**config.mk**
```make
export PLATFORM = sky130hd
export DESIGN_NAME = trigger_detector
export DESIGN_NICKNAME = d
export VERILOG_FILES = /design/src/rtl/level_crossing.v /design/src/rtl/trigger_detector.v
export VERILOG_INCLUDE_DIRS = /design/src /design/src/rtl
export SDC_FILE = /design/constraint.sdc
export NUM_CORES = 1
export LEC_CHECK = 0
export BUFFER_PORTS_ARGS = -buffer_cell sky130_fd_sc_hd__buf_2
export CAP_MARGIN = 40
export CORE_MARGIN = 2
export CORE_UTILIZATION = 36
export DETAILED_ROUTE_END_ITERATION = 10
export GPL_ROUTABILITY_DRIVEN = 1
export PLACE_DENSITY = 0.52
export SYNTH_ARGS = -nofsm -noshare
export SYNTH_HDL_FRONTEND = slang
export SYNTH_SLANG_ARGS = --single-unit
```
**constraint.sdc**
```tcl
create_clock -name hclk -period 13.5 [get_ports hclk]
set_input_delay 0.675 -clock hclk [delete_from_list [all_inputs] [get_ports hclk]]
set_output_delay 0.675 -clock hclk [all_outputs]
set_load 0.02 [all_outputs]
```
**src/rtl/trig_defs.vh**
```
// Purpose: constants for the sample level trigger detector
// Assumes: included by bare name from rtl files
// Notes:   byte offsets on the ahb-lite register window
`ifndef TRIG_DEFS_VH
`define TRIG_DEFS_VH

`define SMP_W          16
`define ALU_W          18
`define CH_COUNT       2
`define ADDR_W         8

`define OFS_GCTRL      8'h00
`define OFS_CMD        8'h04
`define OFS_STATUS     8'h08
`define OFS_CH_BASE    8'h10
`define CH_STRIDE_LSB  4
`define OFS_CH_CTRL    2'h0
`define OFS_CH_PLEVEL  2'h1
`define OFS_CH_SLEVEL  2'h2
`define OFS_CH_HYST    2'h3

`define GCTRL_EXT_EN   0
`define GCTRL_EXT_FALL 1
`define CMD_MANUAL     0
`define CMD_REC_START  1
`define CTRL_MODE_LO   0
`define CTRL_MODE_HI   1
`define CTRL_DIR_NEG   2
`define CTRL_SLOPE     3

`define MODE_OFF       2'h0
`define MODE_SINGLE    2'h1
`define MODE_DUAL      2'h2

`define SRC_MANUAL     0
`define SRC_EXT        1
`define SRC_CHAN       2

`define GCTRL_W        2
`define CTRL_W         4
`define SRC_W          3
`define BLK_W          4
`define CH_BLK_FIRST   4'h1
`define WORD_LSB       2
`define WORD_MSB       3
`define ST_PARM_LSB    8
`define ST_SARM_LSB    16
`define ALU_EXT        2
`define ZERO_GCTRL     2'h0
`define ZERO_SRC       3'h0

`define HTRANS_NONSEQ  2'h2
`define ZERO32         32'h0000_0000
`define ZERO_SMP       16'h0000
`define ZERO_CTRL      4'h0

`endif

```
**src/rtl/level_crossing.v**
```verilog
// Purpose: one single-level crossing detector with hysteresis
// Assumes: value is the alu result, level and hyst are signed/unsigned words
// Notes:   hit is a one-cycle pulse on the sample that lies past the level
`timescale 1ns/100ps
`default_nettype none
`include "trig_defs.vh"

module level_crossing (
    input  wire                     hclk,
    input  wire                     hresetn,
    input  wire                     clear,
    input  wire                     valid,
    input  wire                     dir_neg,
    input  wire signed [`ALU_W-1:0] value,
    input  wire signed [`SMP_W-1:0] level,
    input  wire        [`SMP_W-1:0] hyst,
    output reg                      hit_ff,
    output reg                      armed_ff
);
    wire signed [`ALU_W:0] val_x;
    wire signed [`ALU_W:0] lvl_x;
    wire signed [`ALU_W:0] hys_x;
    wire signed [`ALU_W:0] arm_lvl;
    wire                   past_level;
    wire                   arm_zone;
    reg                    nxt_armed;
    reg                    nxt_hit;

    assign val_x = {value[`ALU_W-1], value};
    assign lvl_x = {{(`ALU_W+1-`SMP_W){level[`SMP_W-1]}}, level};
    assign hys_x = {{(`ALU_W+1-`SMP_W){1'b0}}, hyst};
    // arming level sits below for rising, above for falling
    assign arm_lvl = dir_neg ? lvl_x + hys_x : lvl_x - hys_x;
    // strict compares: a sample equal to the level neither arms nor fires
    assign past_level = dir_neg ? (val_x < lvl_x) : (val_x > lvl_x);
    assign arm_zone   = dir_neg ? (val_x > arm_lvl) : (val_x < arm_lvl);

    always @* begin
        nxt_armed = armed_ff;
        nxt_hit   = 1'b0;
        if (clear) begin
            nxt_armed = 1'b0;
        end else if (valid) begin
            if (armed_ff && past_level) begin
                nxt_hit   = 1'b1;
                nxt_armed = 1'b0;
            end else if (arm_zone) begin
                nxt_armed = 1'b1;
            end
        end
    end

    always @(posedge hclk or negedge hresetn) begin
        if (!hresetn) begin
            armed_ff <= 1'b0;
            hit_ff   <= 1'b0;
        end else begin
            armed_ff <= nxt_armed;
            hit_ff   <= nxt_hit;
        end
    end
endmodule
`default_nettype wire

```
**src/rtl/trigger_detector.v**
```verilog
// Purpose: per-channel digital level triggers combined into a recorder trigger
// Assumes: samples synchronous to hclk, ahb-lite zero-wait register slave
// Notes:   channel logic repeats through a generate loop
`timescale 1ns/100ps
`default_nettype none
`include "trig_defs.vh"

module trigger_detector (
    input  wire                            hclk,
    input  wire                            hresetn,
    input  wire                            hsel,
    input  wire [31:0]                     haddr,
    input  wire [1:0]                      htrans,
    input  wire                            hwrite,
    input  wire [2:0]                      hsize,
    input  wire [31:0]                     hwdata,
    input  wire                            hready,
    output wire                            hreadyout,
    output wire                            hresp,
    output reg  [31:0]                     hrdata_ff,
    input  wire [`CH_COUNT*`SMP_W-1:0]     sample_data,
    input  wire [`CH_COUNT-1:0]            sample_valid,
    input  wire                            ext_trig_in,
    input  wire                            rec_start,
    output reg                             rec_trig_ff,
    output reg  [`CH_COUNT-1:0]            chan_trig_ff
);
    // bus data-phase state
    reg                    wr_pend_ff;
    reg  [`ADDR_W-1:0]     wr_addr_ff;
    wire                   addr_phase;
    wire [`ADDR_W-1:0]     a_addr;
    wire                   wr_now;

    // global registers
    reg  [1:0]             gctrl_ff;
    reg  [2:0]             src_ff;
    reg                    manual_ff;
    reg                    start_ff;
    reg                    ext_prev_ff;

    // per-channel registers, flattened
    reg  [3:0]             ch_ctrl_ff  [0:`CH_COUNT-1];
    reg  [`SMP_W-1:0]      ch_plvl_ff  [0:`CH_COUNT-1];
    reg  [`SMP_W-1:0]      ch_slvl_ff  [0:`CH_COUNT-1];
    reg  [`SMP_W-1:0]      ch_hyst_ff  [0:`CH_COUNT-1];

    wire [`CH_COUNT-1:0]   chan_hit;
    wire [`CH_COUNT-1:0]   p_armed;
    wire [`CH_COUNT-1:0]   s_armed;
    wire                   clear_all;
    wire                   ext_edge;
    wire                   any_chan;
    reg  [31:0]            nxt_rdata;
    wire [`SRC_W-1:0]      trig_src;

    // channel block decode: block 0 of the map holds the global registers
    wire [`BLK_W-1:0]      wr_blk;
    wire [`BLK_W-1:0]      rd_blk;
    wire [1:0]             wr_word;
    wire [1:0]             rd_word;

    integer                ci;
    integer                ri;

    // no wait states: every access ends after one data phase
    assign hreadyout  = 1'b1;
    assign hresp      = 1'b0;
    assign addr_phase = hsel & hready & (htrans == `HTRANS_NONSEQ);
    assign a_addr     = haddr[`ADDR_W-1:0];
    assign wr_now     = wr_pend_ff;
    assign wr_blk     = wr_addr_ff[`ADDR_W-1:`CH_STRIDE_LSB] - `CH_BLK_FIRST;
    assign rd_blk     = a_addr[`ADDR_W-1:`CH_STRIDE_LSB] - `CH_BLK_FIRST;
    assign wr_word    = wr_addr_ff[`WORD_MSB:`WORD_LSB];
    assign rd_word    = a_addr[`WORD_MSB:`WORD_LSB];

    // writes land in the data phase, after hwdata is valid
    always @(posedge hclk or negedge hresetn) begin
        if (!hresetn) begin
            wr_pend_ff <= 1'b0;
            wr_addr_ff <= {`ADDR_W{1'b0}};
        end else begin
            wr_pend_ff <= addr_phase & hwrite;
            wr_addr_ff <= addr_phase ? a_addr : wr_addr_ff;
        end
    end

    // command bits are one-cycle strobes, never stored
    always @(posedge hclk or negedge hresetn) begin
        if (!hresetn) begin
            gctrl_ff  <= `ZERO_GCTRL;
            manual_ff <= 1'b0;
            start_ff  <= 1'b0;
        end else begin
            manual_ff <= 1'b0;
            start_ff  <= 1'b0;
            if (wr_now && wr_addr_ff == `OFS_GCTRL) begin
                gctrl_ff <= hwdata[`GCTRL_W-1:0];
            end
            if (wr_now && wr_addr_ff == `OFS_CMD) begin
                manual_ff <= hwdata[`CMD_MANUAL];
                start_ff  <= hwdata[`CMD_REC_START];
            end
        end
    end

    always @(posedge hclk or negedge hresetn) begin
        if (!hresetn) begin
            for (ci = 0; ci < `CH_COUNT; ci = ci + 1) begin
                ch_ctrl_ff[ci] <= `ZERO_CTRL;
                ch_plvl_ff[ci] <= `ZERO_SMP;
                ch_slvl_ff[ci] <= `ZERO_SMP;
                ch_hyst_ff[ci] <= `ZERO_SMP;
            end
        end else if (wr_now && wr_addr_ff >= `OFS_CH_BASE) begin
            for (ci = 0; ci < `CH_COUNT; ci = ci + 1) begin
                // one block per channel, four words each
                if (wr_blk == ci[`BLK_W-1:0]) begin
                    case (wr_word)
                        `OFS_CH_CTRL:   ch_ctrl_ff[ci] <= hwdata[`CTRL_W-1:0];
                        `OFS_CH_PLEVEL: ch_plvl_ff[ci] <= hwdata[`SMP_W-1:0];
                        `OFS_CH_SLEVEL: ch_slvl_ff[ci] <= hwdata[`SMP_W-1:0];
                        `OFS_CH_HYST:   ch_hyst_ff[ci] <= hwdata[`SMP_W-1:0];
                        default:        ch_ctrl_ff[ci] <= ch_ctrl_ff[ci];
                    endcase
                end
            end
        end
    end

    // read data registered in the address phase, valid in the data phase;
    // a read right behind a write to the same word still sees the old value
    always @* begin
        nxt_rdata = `ZERO32;
        if (a_addr == `OFS_GCTRL) begin
            nxt_rdata[`GCTRL_W-1:0] = gctrl_ff;
        end else if (a_addr == `OFS_STATUS) begin
            nxt_rdata[`SRC_W-1:0]                = src_ff;
            nxt_rdata[`ST_PARM_LSB +: `CH_COUNT] = p_armed;
            nxt_rdata[`ST_SARM_LSB +: `CH_COUNT] = s_armed;
        end else if (a_addr >= `OFS_CH_BASE) begin
            // blocks past the last channel read zero
            for (ri = 0; ri < `CH_COUNT; ri = ri + 1) begin
                if (rd_blk == ri[`BLK_W-1:0]) begin
                    case (rd_word)
                        `OFS_CH_CTRL:   nxt_rdata[`CTRL_W-1:0] = ch_ctrl_ff[ri];
                        `OFS_CH_PLEVEL: nxt_rdata[`SMP_W-1:0] = ch_plvl_ff[ri];
                        `OFS_CH_SLEVEL: nxt_rdata[`SMP_W-1:0] = ch_slvl_ff[ri];
                        `OFS_CH_HYST:   nxt_rdata[`SMP_W-1:0] = ch_hyst_ff[ri];
                        default:        nxt_rdata = `ZERO32;
                    endcase
                end
            end
        end
    end

    always @(posedge hclk or negedge hresetn) begin
        if (!hresetn) begin
            hrdata_ff <= `ZERO32;
        end else if (addr_phase && !hwrite) begin
            hrdata_ff <= nxt_rdata;
        end
    end

    // recording start from the pin or the command register
    assign clear_all = rec_start | start_ff;

    // external input is taken as synchronous; only its selected edge counts
    // limitation: a pulse on ext_trig_in shorter than one clock may be missed
    assign ext_edge = gctrl_ff[`GCTRL_EXT_EN] &
                      (gctrl_ff[`GCTRL_EXT_FALL] ? (ext_prev_ff & ~ext_trig_in)
                                                 : (~ext_prev_ff & ext_trig_in));

    genvar g;
    generate
        for (g = 0; g < `CH_COUNT; g = g + 1) begin : chan
            wire signed [`SMP_W-1:0] smp;
            reg  signed [`SMP_W-1:0] prev_ff;
            reg                      primed_ff;
            wire signed [`ALU_W-1:0] alu;
            wire signed [`ALU_W-1:0] smp_x;
            wire signed [`ALU_W-1:0] prev_x;
            wire                     slope;
            wire [1:0]               mode;
            wire                     run;
            wire                     dual;
            wire                     dvalid;
            wire                     p_hit;
            wire                     s_hit;

            assign smp   = sample_data[g*`SMP_W +: `SMP_W];
            assign slope = ch_ctrl_ff[g][`CTRL_SLOPE];
            assign mode  = ch_ctrl_ff[g][`CTRL_MODE_HI:`CTRL_MODE_LO];
            // mode 3 is reserved and runs as off
            assign run   = (mode == `MODE_SINGLE) | (mode == `MODE_DUAL);
            assign dual  = (mode == `MODE_DUAL);

            // slope mode needs one older sample before it means anything
            always @(posedge hclk or negedge hresetn) begin
                if (!hresetn) begin
                    prev_ff   <= `ZERO_SMP;
                    primed_ff <= 1'b0;
                end else if (clear_all) begin
                    prev_ff   <= `ZERO_SMP;
                    primed_ff <= 1'b0;
                end else if (sample_valid[g]) begin
                    prev_ff   <= smp;
                    primed_ff <= 1'b1;
                end
            end

            // two extra bits: the difference of two full-scale samples never wraps
            assign smp_x  = {{`ALU_EXT{smp[`SMP_W-1]}}, smp};
            assign prev_x = {{`ALU_EXT{prev_ff[`SMP_W-1]}}, prev_ff};
            assign alu    = slope ? smp_x - prev_x : smp_x;
            assign dvalid = sample_valid[g] & run & (primed_ff | ~slope);

            level_crossing u_primary (
                .hclk     (hclk),
                .hresetn  (hresetn),
                .clear    (clear_all | ~run),
                .valid    (dvalid),
                .dir_neg  (ch_ctrl_ff[g][`CTRL_DIR_NEG]),
                .value    (alu),
                .level    (ch_plvl_ff[g]),
                .hyst     (ch_hyst_ff[g]),
                .hit_ff   (p_hit),
                .armed_ff (p_armed[g])
            );

            level_crossing u_secondary (
                .hclk     (hclk),
                .hresetn  (hresetn),
                .clear    (clear_all | ~dual),
                .valid    (dvalid & dual),
                .dir_neg  (~ch_ctrl_ff[g][`CTRL_DIR_NEG]),
                .value    (alu),
                .level    (ch_slvl_ff[g]),
                .hyst     (ch_hyst_ff[g]),
                .hit_ff   (s_hit),
                .armed_ff (s_armed[g])
            );

            // the secondary only counts in dual mode
            assign chan_hit[g] = p_hit | (dual & s_hit);
        end
    endgenerate

    assign any_chan = |chan_hit;

    // trigger sources of this cycle, one bit each
    assign trig_src[`SRC_MANUAL] = manual_ff;
    assign trig_src[`SRC_EXT]    = ext_edge;
    assign trig_src[`SRC_CHAN]   = any_chan;

    // previous external level; resets to the pin's idle low, so no false edge
    always @(posedge hclk or negedge hresetn) begin
        if (!hresetn) begin
            ext_prev_ff <= 1'b0;
        end else begin
            ext_prev_ff <= ext_trig_in;
        end
    end

    // trigger outputs are one-cycle pulses, one clock after the detector hit or other trigger source
    always @(posedge hclk or negedge hresetn) begin
        if (!hresetn) begin
            rec_trig_ff  <= 1'b0;
            chan_trig_ff <= {`CH_COUNT{1'b0}};
        end else begin
            chan_trig_ff <= chan_hit;
            rec_trig_ff  <= |trig_src;
        end
    end

    // last trigger source; a trigger in the cycle of a start is kept, not lost
    always @(posedge hclk or negedge hresetn) begin
        if (!hresetn) begin
            src_ff <= `ZERO_SRC;
        end else if (|trig_src) begin
            src_ff <= trig_src;
        end else if (clear_all) begin
            src_ff <= `ZERO_SRC;
        end
    end
endmodule
`default_nettype wire

```
# Word level (Yosys, flattened, before mapping)
# Index checks and enable logic that the tools add are counted.
# W data, S select, Z words.
dict set report totals {
  latchBits 0
  romBits 0
  input_bits 110
  wordCells 217
  ram_bits 0
  memories 0
  regBits 198
  out_inout_bits 37
}
dict set report classes {
  n_bitwise 33
  eq_ne 15
  add_sub_neg 12
  muxes 69
  shift 0
  n_reduce_logical 40
  n_mul 0
  n_lt_le_gt_ge 18
  div 0
}
# op n
set op_table {}
lappend op_table {{$mux W16} 7}
lappend op_table {{$gt A18 B19 Y1} 4}
lappend op_table {{$lt A18 B19 Y1} 4}
lappend op_table {{$mux W19} 4}
lappend op_table {{$add A16 B17 Y18} 4}
lappend op_table {{$gt A18 B16 Y1} 4}
lappend op_table {{$lt A18 B16 Y1} 4}
lappend op_table {{$pmux W12 S3} 2}
lappend op_table {{$sub A16 B17 Y18} 4}
lappend op_table {{$mux W1} 43}
lappend op_table {{$mux W18} 2}
lappend op_table {{$sub A16 B16 Y17} 2}
lappend op_table {{$pmux W4 S4} 2}
lappend op_table {{$mux W30} 1}
lappend op_table {{$reduce_and A3 Y1} 8}
lappend op_table {{$ge A8 B5 Y1 const B} 2}
lappend op_table {{$logic_not A8 Y1} 2}
lappend op_table {{$and A1 B1 Y1} 14}
lappend op_table {{$eq A2 B2 Y1 const B} 7}
lappend op_table {{$reduce_bool A2 Y1} 7}
lappend op_table {{$reduce_bool A3 Y1} 4}
lappend op_table {{$or A1 B1 Y1} 11}
lappend op_table {{$mux W3} 3}
lappend op_table {{$eq A2 B1 Y1 const B} 4}
lappend op_table {{other kinds (15)} 38}

# Longest topological paths before layout
# Gate-level depths: netlist (run 1).
dict set report depth {
  word_depth 8
  mapped_depth 26
  depth_no_buf 26
}

# Modules after synthesis
# A second synthesis (run 1) with hierarchy kept.
dict set report hier_totals {
  hier_cells 2033
  hier_area_um2 18550.3
}
# module instances seq_area_each_um2 cells_each area_each_um2
set modules_own_cells {}
lappend modules_own_cells {trigger_detector 1 4404.2 925 10113.4}
lappend modules_own_cells {{level_crossing at chan[1].u_primary ...} 2 50.0 278 2114.5}
lappend modules_own_cells {{level_crossing at chan[0].u_primary} 1 50.0 279 2149.6}
lappend modules_own_cells {{level_crossing at chan[0].u_secondary} 1 50.0 273 2058.2}

# Least setup slack after synthesis (run 1)
# Ideal clock, no wire load.
dict set report synth_path {
  path_type {input -> register}
  start {input sample_data[0]}
  end {register chan[0].u_primary.hit_ff}
  path_buffers 0
  required_time_ns 13.411
  arrival_time_ns 4.751
  setup_time_ns 0.089
  path_stages 19
  setup_slack_ns 8.661
  path_cell_list {inv_1 > ha_1 > inv_1 > fa_1 > a211oi_1 > o21bai_1 > a21o_1 > a31oi_2 > o311ai_1 > a21oi_2 > nor2b_1 > o41ai_1 > ha_1 > nand3_1 > o21bai_1 > o41ai_2 > o41a_1 > mux2i_1 > nor3b_1}
}
dict set report synth_between {
  elab_chain_len 8
  word_cells_on_any_way 9
  classes_between {1 x add/sub; 2 x order compare; 5 x mux; 1 x reduce/logical}
}
# element line
set synth_lines {}
lappend synth_lines {{start, declared} trigger_detector.v:21} ;# input wire [`CH_COUNT*`SMP_W-1:0] sample_data,
lappend synth_lines {{$sub A16 B16 Y17} trigger_detector.v:215} ;# assign alu = slope ? smp_x - prev_x : smp_x;
lappend synth_lines {{$mux W18 *} trigger_detector.v:215}
lappend synth_lines {{$gt A18 B16 Y1 or $lt A18 B16 Y1 (tied branches)} level_crossing.v:35} ;# assign past_level = dir_neg ? (val_x < lvl_x) : (val_x > lvl_x);
lappend synth_lines {{$mux W1 *} level_crossing.v:35}
lappend synth_lines {{$logic_and A1 B1 Y1 *} level_crossing.v:44} ;# if (armed_ff && past_level) begin
lappend synth_lines {{$mux W1 *} level_crossing.v:44}
lappend synth_lines {{$mux W1 *} level_crossing.v:43} ;# end else if (valid) begin
lappend synth_lines {{$mux W1 *} level_crossing.v:41} ;# if (clear) begin
lappend synth_lines {{named net chan[0].u_primary.nxt_hit} level_crossing.v:27} ;# reg nxt_hit;
lappend synth_lines {{end signal, assigned} level_crossing.v:59} ;# hit_ff <= nxt_hit;
lappend synth_lines {{end, declared} level_crossing.v:17} ;# output reg hit_ff,
# Mark *: on every way through the listed nets, which the timed path passes. The rest lies on a longest branch.
# A chain may end at the register's enable or synchronous reset.

# Worst setup path after layout (run 1)
dict set report layout_path {
  start {register ch_hyst_ff[20] (netlist name)}
  end {register chan[0].u_secondary.armed_ff}
}
dict set report layout_between {
  elab_chain_len 6
  word_cells_on_any_way 8
  classes_between {2 x add/sub; 2 x order compare; 2 x mux; 2 x reduce/logical}
}
# element line
set layout_lines {}
lappend layout_lines {{start, declared} trigger_detector.v:46} ;# reg [`SMP_W-1:0] ch_hyst_ff [0:`CH_COUNT-1];
lappend layout_lines {{start signal, assigned by index} trigger_detector.v:113} ;# ch_hyst_ff[ci] <= `ZERO_SMP;
lappend layout_lines {{start signal, assigned by index} trigger_detector.v:123} ;# `OFS_CH_HYST: ch_hyst_ff[ci] <= hwdata[`SMP_W-1:0];
lappend layout_lines {{$add A16 B17 Y18 or $sub A16 B17 Y18 (tied branches)} level_crossing.v:33} ;# assign arm_lvl = dir_neg ? lvl_x + hys_x : lvl_x - hys_x;
lappend layout_lines {{$mux W19 *} level_crossing.v:33}
lappend layout_lines {{$gt A18 B19 Y1 or $lt A18 B19 Y1 (tied branches)} level_crossing.v:36} ;# assign arm_zone = dir_neg ? (val_x > arm_lvl) : (val_x < arm_lvl);
lappend layout_lines {{$mux W1 *} level_crossing.v:36}
lappend layout_lines {{$reduce_bool A3 Y1 (no source line) *} --}
lappend layout_lines {{$reduce_and A2 Y1 (no source line) *} --}
lappend layout_lines {{end signal, assigned} level_crossing.v:58} ;# armed_ff <= nxt_armed;
lappend layout_lines {{end, declared} level_crossing.v:18} ;# output reg armed_ff
# Mark *: on every way between the ends. The rest lies on a longest branch, timed or not.

==> results of run 1 <==
worst max-delay path, cell delays in order (launching register included):
cell and delay (ns):
dfrtp_1 0.44, nor3_1 0.33, nand2b_1 0.16, nor4_1 0.35
nand2_1 0.11, nor2_1 0.27, a21oi_1 0.13, xor2_1 0.25
inv_1 0.08, ha_1 0.34, and3_1 0.22, a32o_1 0.25
a31oi_1 0.32, a2111oi_0 0.20, o21ai_1 0.15, nand2b_1 0.07
xnor2_1 0.21, ha_1 0.29, and4_1 0.22, nand4_1 0.17
a21oi_1 0.11, o22ai_1 0.49, mux2_2 0.40, a211oi_1 0.20
final cells by class:
type | count | area (µm²)
fillers | 4729 | 27800
multi-input cells | 1489 | 11600
flip-flops and latches | 184 | 4600
well taps | 607 | 759
repair buffers | 102 | 664
inverters | 175 | 657
clock buffers | 17 | 425
clock inverters | 15 | 184
diodes | 1 | 2.50
cell usage in the layout (no fill, tap or decap), types with 33 or more instances in the layout:
cell / n
dfrtp_1: 184
a21o_1: 63
nor2_1: 139
mux2i_1: 38
a21oi_1: 104
xnor2_1: 65
buf_2: 86
nor3_1: 40
nor2b_1: 33
o21ai_0: 80
mux2_2: 136
inv_1: 175
ha_1: 248
xor2_1: 45
nand2_1: 105
registers in the layout (all words and copies together) (netlist names), 3 cells and up:
register / flops
ch_ctrl_ff: 8
src_ff: 3
ch_plvl_ff: 32
ch_slvl_ff: 32
chan.prev_ff: 32
ch_hyst_ff: 32
hrdata_ff: 18
wr_addr_ff: 8
power breakdown:
group	switching, mW	internal [mW]
clock network	0.263	0.266
logic	0.462	0.361
registers	0.0358	0.586
total	0.761	1.21
through the flow:
step	area [µm²]	power [mW]	instances	util	setup WS [ns]
after floorplan	17200	1.23	1912	-	8.66
after global placement	18200	1.42	2550	0.389	7.79
after detailed placement	18300	1.44	2556	0.391	7.75
after CTS	18900	1.99	2588	0.405	7.69
after global routing	18900	2.13	2589	0.405	7.12
final	18900	1.97	2590	0.405	7.63
routing by layer:
| metal | wire length [µm] | track usage | vias up |
|---|---|---|---|
| li1 | - | - | 6958 |
| met3 | 1720 | 0.0204 | 34 |
| met5 | 11 | 0 | - |
| met1 | 24400 | 0.291 | 6662 |
| met2 | 20100 | 0.295 | 259 |
| met4 | 585 | 0.0447 | 2 |
worst max-delay path by stage:
stage / to / slack (ns) / depth (start not counted)
floorplan: chan[0].u_primary.hit_ff$_DFF_PN0_ / 8.66 / 19
global placement: chan[0].u_secondary.armed_ff$_DFFE_PN0P_ / 7.79 / 23
detailed placement: chan[0].u_secondary.armed_ff$_DFFE_PN0P_ / 7.75 / 23
CTS: chan[0].u_secondary.armed_ff$_DFFE_PN0P_ / 7.69 / 23
global route: chan[0].u_secondary.armed_ff$_DFFE_PN0P_ / 7.12 / 23
finish: chan[0].u_secondary.armed_ff$_DFFE_PN0P_ / 7.63 / 23
cell families (layout without fill, tap and decap cells):
| family | after synthesis | count (layout) | share of synthesized area |
|---|---|---|---|
| and+or+nand+nor | 484 | 484 | 0.141 |
| AOI/OAI and AO/OA | 445 | 445 | 0.171 |
| adders and majority gates | 254 | 254 | 0.188 |
| buffers and inverters | 239 | 309 | 0.0561 |
| DFF | 184 | 184 | 0.268 |
| muxes | 180 | 180 | 0.119 |
| xor gates and xnor gates | 110 | 110 | 0.0562 |
| other | 2 | 17 | 0.000438 |
==> metrics.md, run 1 <==
| Metric | Value |
|---|---|
| Status | finished, final reports clean |
| WP data arrival | about 6.2 ns |
| Synth area leader | dfrtp_1 |
| Clock transition at path regs | around 0.080 ns |
| Final hold slack | 0.156 ns |
| Final hold viol count | 0 |
| Vias/cell | between 5 and 6 |
| Post-CTS sizing | 0 |
| Nets | 2333 |
| P_leak | 9.16 nW |
| CP Max Fanout | 5 |
| Yosys reg bits | approximately 180 |
| Routed Antenna Nets | 0 |
| Syn Area/Cell | approximately 9 µm² |
| Synth Instances | 1898 |
| Initial Utilization | 0.367 |
| Max_slew headroom | 0.377 |
| Mapped cell area | between 0.015 and 0.02 mm² |
| DP HPWL | roughly 38000 µm |
| Main synth FF type | dfrtp_1 |
| Critical setup path kind | reg2reg |
| Pre-antenna DRT Iters | 5 |
| Wirelength per Cell | ~18 µm |
| Worst Hold Class | in2async |
| Die area | 0.0494 mm² |
| Clock Path Buffers | 2 |
| Vias in the first global route | around 14000 |
| Htree depth | 4 |
| Post-synth top area share | 0.268 |
| Yosys Warn Count | 0 |
| Hold_buf cts | 0 |
| CTS Buf Count | 17 |
| Reg-to-Reg End | chan[0].u_secondary.armed_ff$_DFFE_PN0P_ |
| Die X | between 200 and 250 µm |
| Crit path time final | between 5 and 6 ns |
| Post-route DRC | 0 |
| Vias | 13915 |
| Rows | 79 |
| Die Ht | ~220 µm |
| Final RePlAce weighted congestion | between 0.8 and 0.9 |
| Synth cell types | 79 |
| IO Port Bufs | 87 |
| Number of flops mapped to enable cells by yosys | 0 |
| Ports | 147 |
| Reg2Reg Depth | 23 |
| Iteration-0 DRC Markers | roughly 710 |
| Unrepaired setup endpoints after global routing | false |
| Fraction of layout cells with a size suffix above 1 | 0.151 |
| Worst skew pair latency | ~0.47 ns |
| Most frequent cell after synthesis | ha_1 |
| Crit path required time | 13.87 ns |
| Max-cap violation count | 0 |
| Clk root buf | clkbuf_16 |
| Fraction of registers with async set/reset | 1.00 |
| Synth area leaders | dfrtp_1 (27%), ha_1 (18%), mux2_2 (8.9%) |
| Area Growth Syn to Fin | 10.4% |
| Slew Limit Fails | 0 |
| Total Neg Setup Slack | 0 ns |
| Reg2Reg Launch Point | ch_hyst_ff[20]$_DFFE_PN0P_ |
| CTS tree | built |
| CP startpoint kind | flip-flop |
| Period utilization | 0.435 |
| Drt total wl | about 47000 µm |
| Worst-margin pin slew | ~0.93 ns |
| Final setup viols | 0 |
| Clock Skews | about 0.012 ns |
| Post-CTS setup buffer count | 0 |
| Fmax | 170 MHz |
| Flop2flop setup slack | around 7.6 ns |
| CP endpoint kind | flip-flop |
| PwrDens | around 100 mW/mm² |
| Critical path startpoint | ch_hyst_ff[20]$_DFFE_PN0P_ |
| Initial antenna violation count | 2 |
| Seq/Total Area, Yosys | 0.268 |
| Largest net degree at the start of global routing | 65 |
| Most frequent cells after synthesis | ha_1 (248), dfrtp_1 (184), inv_1 (175) |
| VDD IR max | 92.2 µV |
| Core Area | 0.0468 mm² |
| Sinks on Clock Net | 184 |
| GR Overflow Total | 0 |
| GRT Total Usage | 0.194 |
| First-pass GRT wire length | ~76000 µm |
(Power assumes the default switching activity.)
==> run 2, diff against run 1 <==
clock period = 5.85 ns   (was 13.5 ns; I/O delays follow)
==> run 2 against run 1 <==
  * Non-clock buffer count grew 11
  * Sequential share of layout area is essentially flat
  * Count of clock-buffer cells in the layout grew 4
  * Sequential power grew 130%
  * Flip-flop and latch count is the same
  * Die area is the same
  * Maximum frequency grew 8.6%
  * Clock power grew 130%
  * Hold slack lost 0.075 ns
  * Combinational power grew 130%
  * Critical path depth is the same
==> metrics.md, run 2 (synthesis gave the netlist of run 1 again) <==
| Metric | Value |
|---|---|
| Vias | ~14000 |
| GR Overflow Total | 0 |
| Worst skew pair latency | 0.47 ns |
| Worst Hold Class | in2reg |
| Initial antenna violation count | 2 |
| Slowest cell on the critical path | dfrtp_1 |
| Clock Path Buffers | 2 |
| Die X | ~220 µm |
| Post-route DRC | 0 |
| Htree depth | 4 |
| Total Neg Setup Slack | 0 ns |
| Critical setup path kind | reg2reg |
| # fillers | 4635 |
| Period utilization | 0.924 |
| Slew Limit Fails | 0 |
| Largest net degree at the start of global routing | 65 |
| DP HPWL | 38300 µm |
| Crit path required time | 6.21 ns |
| Vias/cell | about 5.4 |
| Status | finished, final reports clean |
| Fraction of layout cells with a size suffix above 1 | 0.156 |
| Placed cells | 2566 |
| Rows | around 80 |
| Final hold viol count | 0 |
| CP startpoint kind | flip-flop |
| Pre-CTS WS | 0.323 ns |
| Crit path time final | ~5.4 ns |
| Worst hold path cell count | 2 |
| Drt total wl | ~48000 µm |
| CP endpoint kind | flip-flop |
| CP dominant cell by count | ha_1 |
| Wirelength per Cell | about 18 µm |
| Worst-margin pin slew | approximately 0.92 ns |
| Initial Utilization | 0.367 |
| Iteration-0 DRC Markers | 915 |
| Crit-path max cell delay | about 0.44 ns |
| Die area | ~0.049 mm² |
| Post-CTS setup buffer count | 0 |
| PwrDens | 241 mW/mm² |
| Vias in the first global route | around 14000 |
| P_leak | about 9.2 nW |
| Routed Antenna Nets | 0 |
| Cell Chain, Critical Path | inv_1 > ha_1 > nor2b_1 > buf_4 > a21oi_1 > xor2_1 > ha_1 > a21o_1 > a2111oi_0 > and3_1 > nor3_1 > o41a_1 > o21a_1 > nor2_1 > xnor2_1 > ha_1 > nand2_1 > or3_1 > nor2_1 > a211o_1 > mux2i_1 > a21oi_1 > nor4_2 |
| GRT Total Usage | 0.194 |
| Max-cap violation count | 0 |
| Die Ht | 222 µm |
| Area Growth Syn to Fin | 10.6% |
| Clock Skews | approximately 0.013 ns |
| Fmax | about 180 MHz |
| Final setup viols | 0 |
| VDD IR max | about 210 µV |
| CP Max Fanout | 5 |
| First-pass GRT wire length | ~76000 µm |
| Reg2Reg Depth | 23 |
| Most common cell after layout, fill and taps aside | ha_1 |
| IO Port Bufs | 87 |
| Most frequent cells in the layout | ha_1 (248), dfrtp_1 (184), inv_1 (175), nor2_1 (139), mux2_2 (136) |
| CTS tree | built |
| Final RePlAce weighted congestion | 0.922 |
| Unrepaired setup endpoints after global routing | false |
| Clk root buf | clkbuf_16 |
| Post-route cell area | 0.0190 mm² |
| Fin cells | approximately 2600 |
| Nets | roughly 2300 |
| Pre-antenna DRT Iters | 7 |
| Placed Area | about 0.018 mm² |
| Sinks on Clock Net | 184 |
| CTS Buf Count | 17 |
| Clock transition at path regs | around 0.07 ns |
| Core Area | 0.0468 mm² |
| Final WS setup | 0.443 ns |
| WP data arrival | 5.77 ns |
| Ports | between 100 and 150 |
| Max_slew headroom | 0.387 |
## run 2: worst paths after layout
check	from	to	slack (ns)
max	ch_hyst_ff[16]$_DFFE_PN0P_	chan[0].u_primary.armed_ff$_DFFE_PN0P_	0.44
max reg2reg	ch_hyst_ff[16]$_DFFE_PN0P_	chan[0].u_primary.armed_ff$_DFFE_PN0P_	0.44
min reg2reg	manual_ff$_DFF_PN0_	src_ff[0]$_DFFE_PN0P_	0.46
max in group asynchronous	hresetn	chan[0].prev_ff[5]$_DFFE_PN0P_	4.21
min in group asynchronous	hresetn	chan[1].prev_ff[7]$_DFFE_PN0P_	0.37
min	haddr[1]	wr_addr_ff[1]$_DFFE_PN0P_	0.08
## run 2: critical path: cells and delay by family, from the launching register on
kind	cells	cell delay, ns
compound gates	7	1.48
xor+xnor	2	0.35
fa+ha+maj	3	0.83
buf+inv	2	0.30
flops	1	0.44
mux	1	0.31
simple gates	8	1.63
## run 2: layout make-up
type	instances	area (µm²)	share of cell area
repair buffers	113	699	0.0369
clock buffers	21	470	0.0248
clock inverters	11	121	0.00640
flip-flops and latches	184	4600	0.243
well taps	607	759	0.0400
multi-input cells	1489	11700	0.615
diodes	1	2.50	0.000132
inverters	175	657	0.0346
## run 2: layer usage
metal,global-route usage,part of all wire,vias to the layer above
met5,0,0.00021,-
met4,0.0486,0.016,2
met3,0.0233,0.045,42
met2,0.292,0.42,312
met1,0.291,0.52,6679
li1,-,-,6987
## run 2: power by group
part	internal (mW)	switching (mW)
combinational	0.840	1.07
clock	0.639	0.582
sequential	1.35	0.0886
## run 2: what timing repair did
item                                   CTS  global route
setup endpoints to repair                0             1
endpoints found under the hold margin   57             0
gates resized for setup                  0             3
hold buffers                             2             0
## run 2: metrics by stage
stage / hold WS [ns] / power [mW] / utilization
global placement: 0.309 / 3.29 / 0.390
finish: 0.0814 / 4.57 / 0.406
floorplan: -0.00309 / 2.85 / -
CTS: 0.0612 / 4.60 / 0.405
detailed placement: 0.320 / 3.34 / 0.392
global route: 0.0680 / 4.92 / 0.406
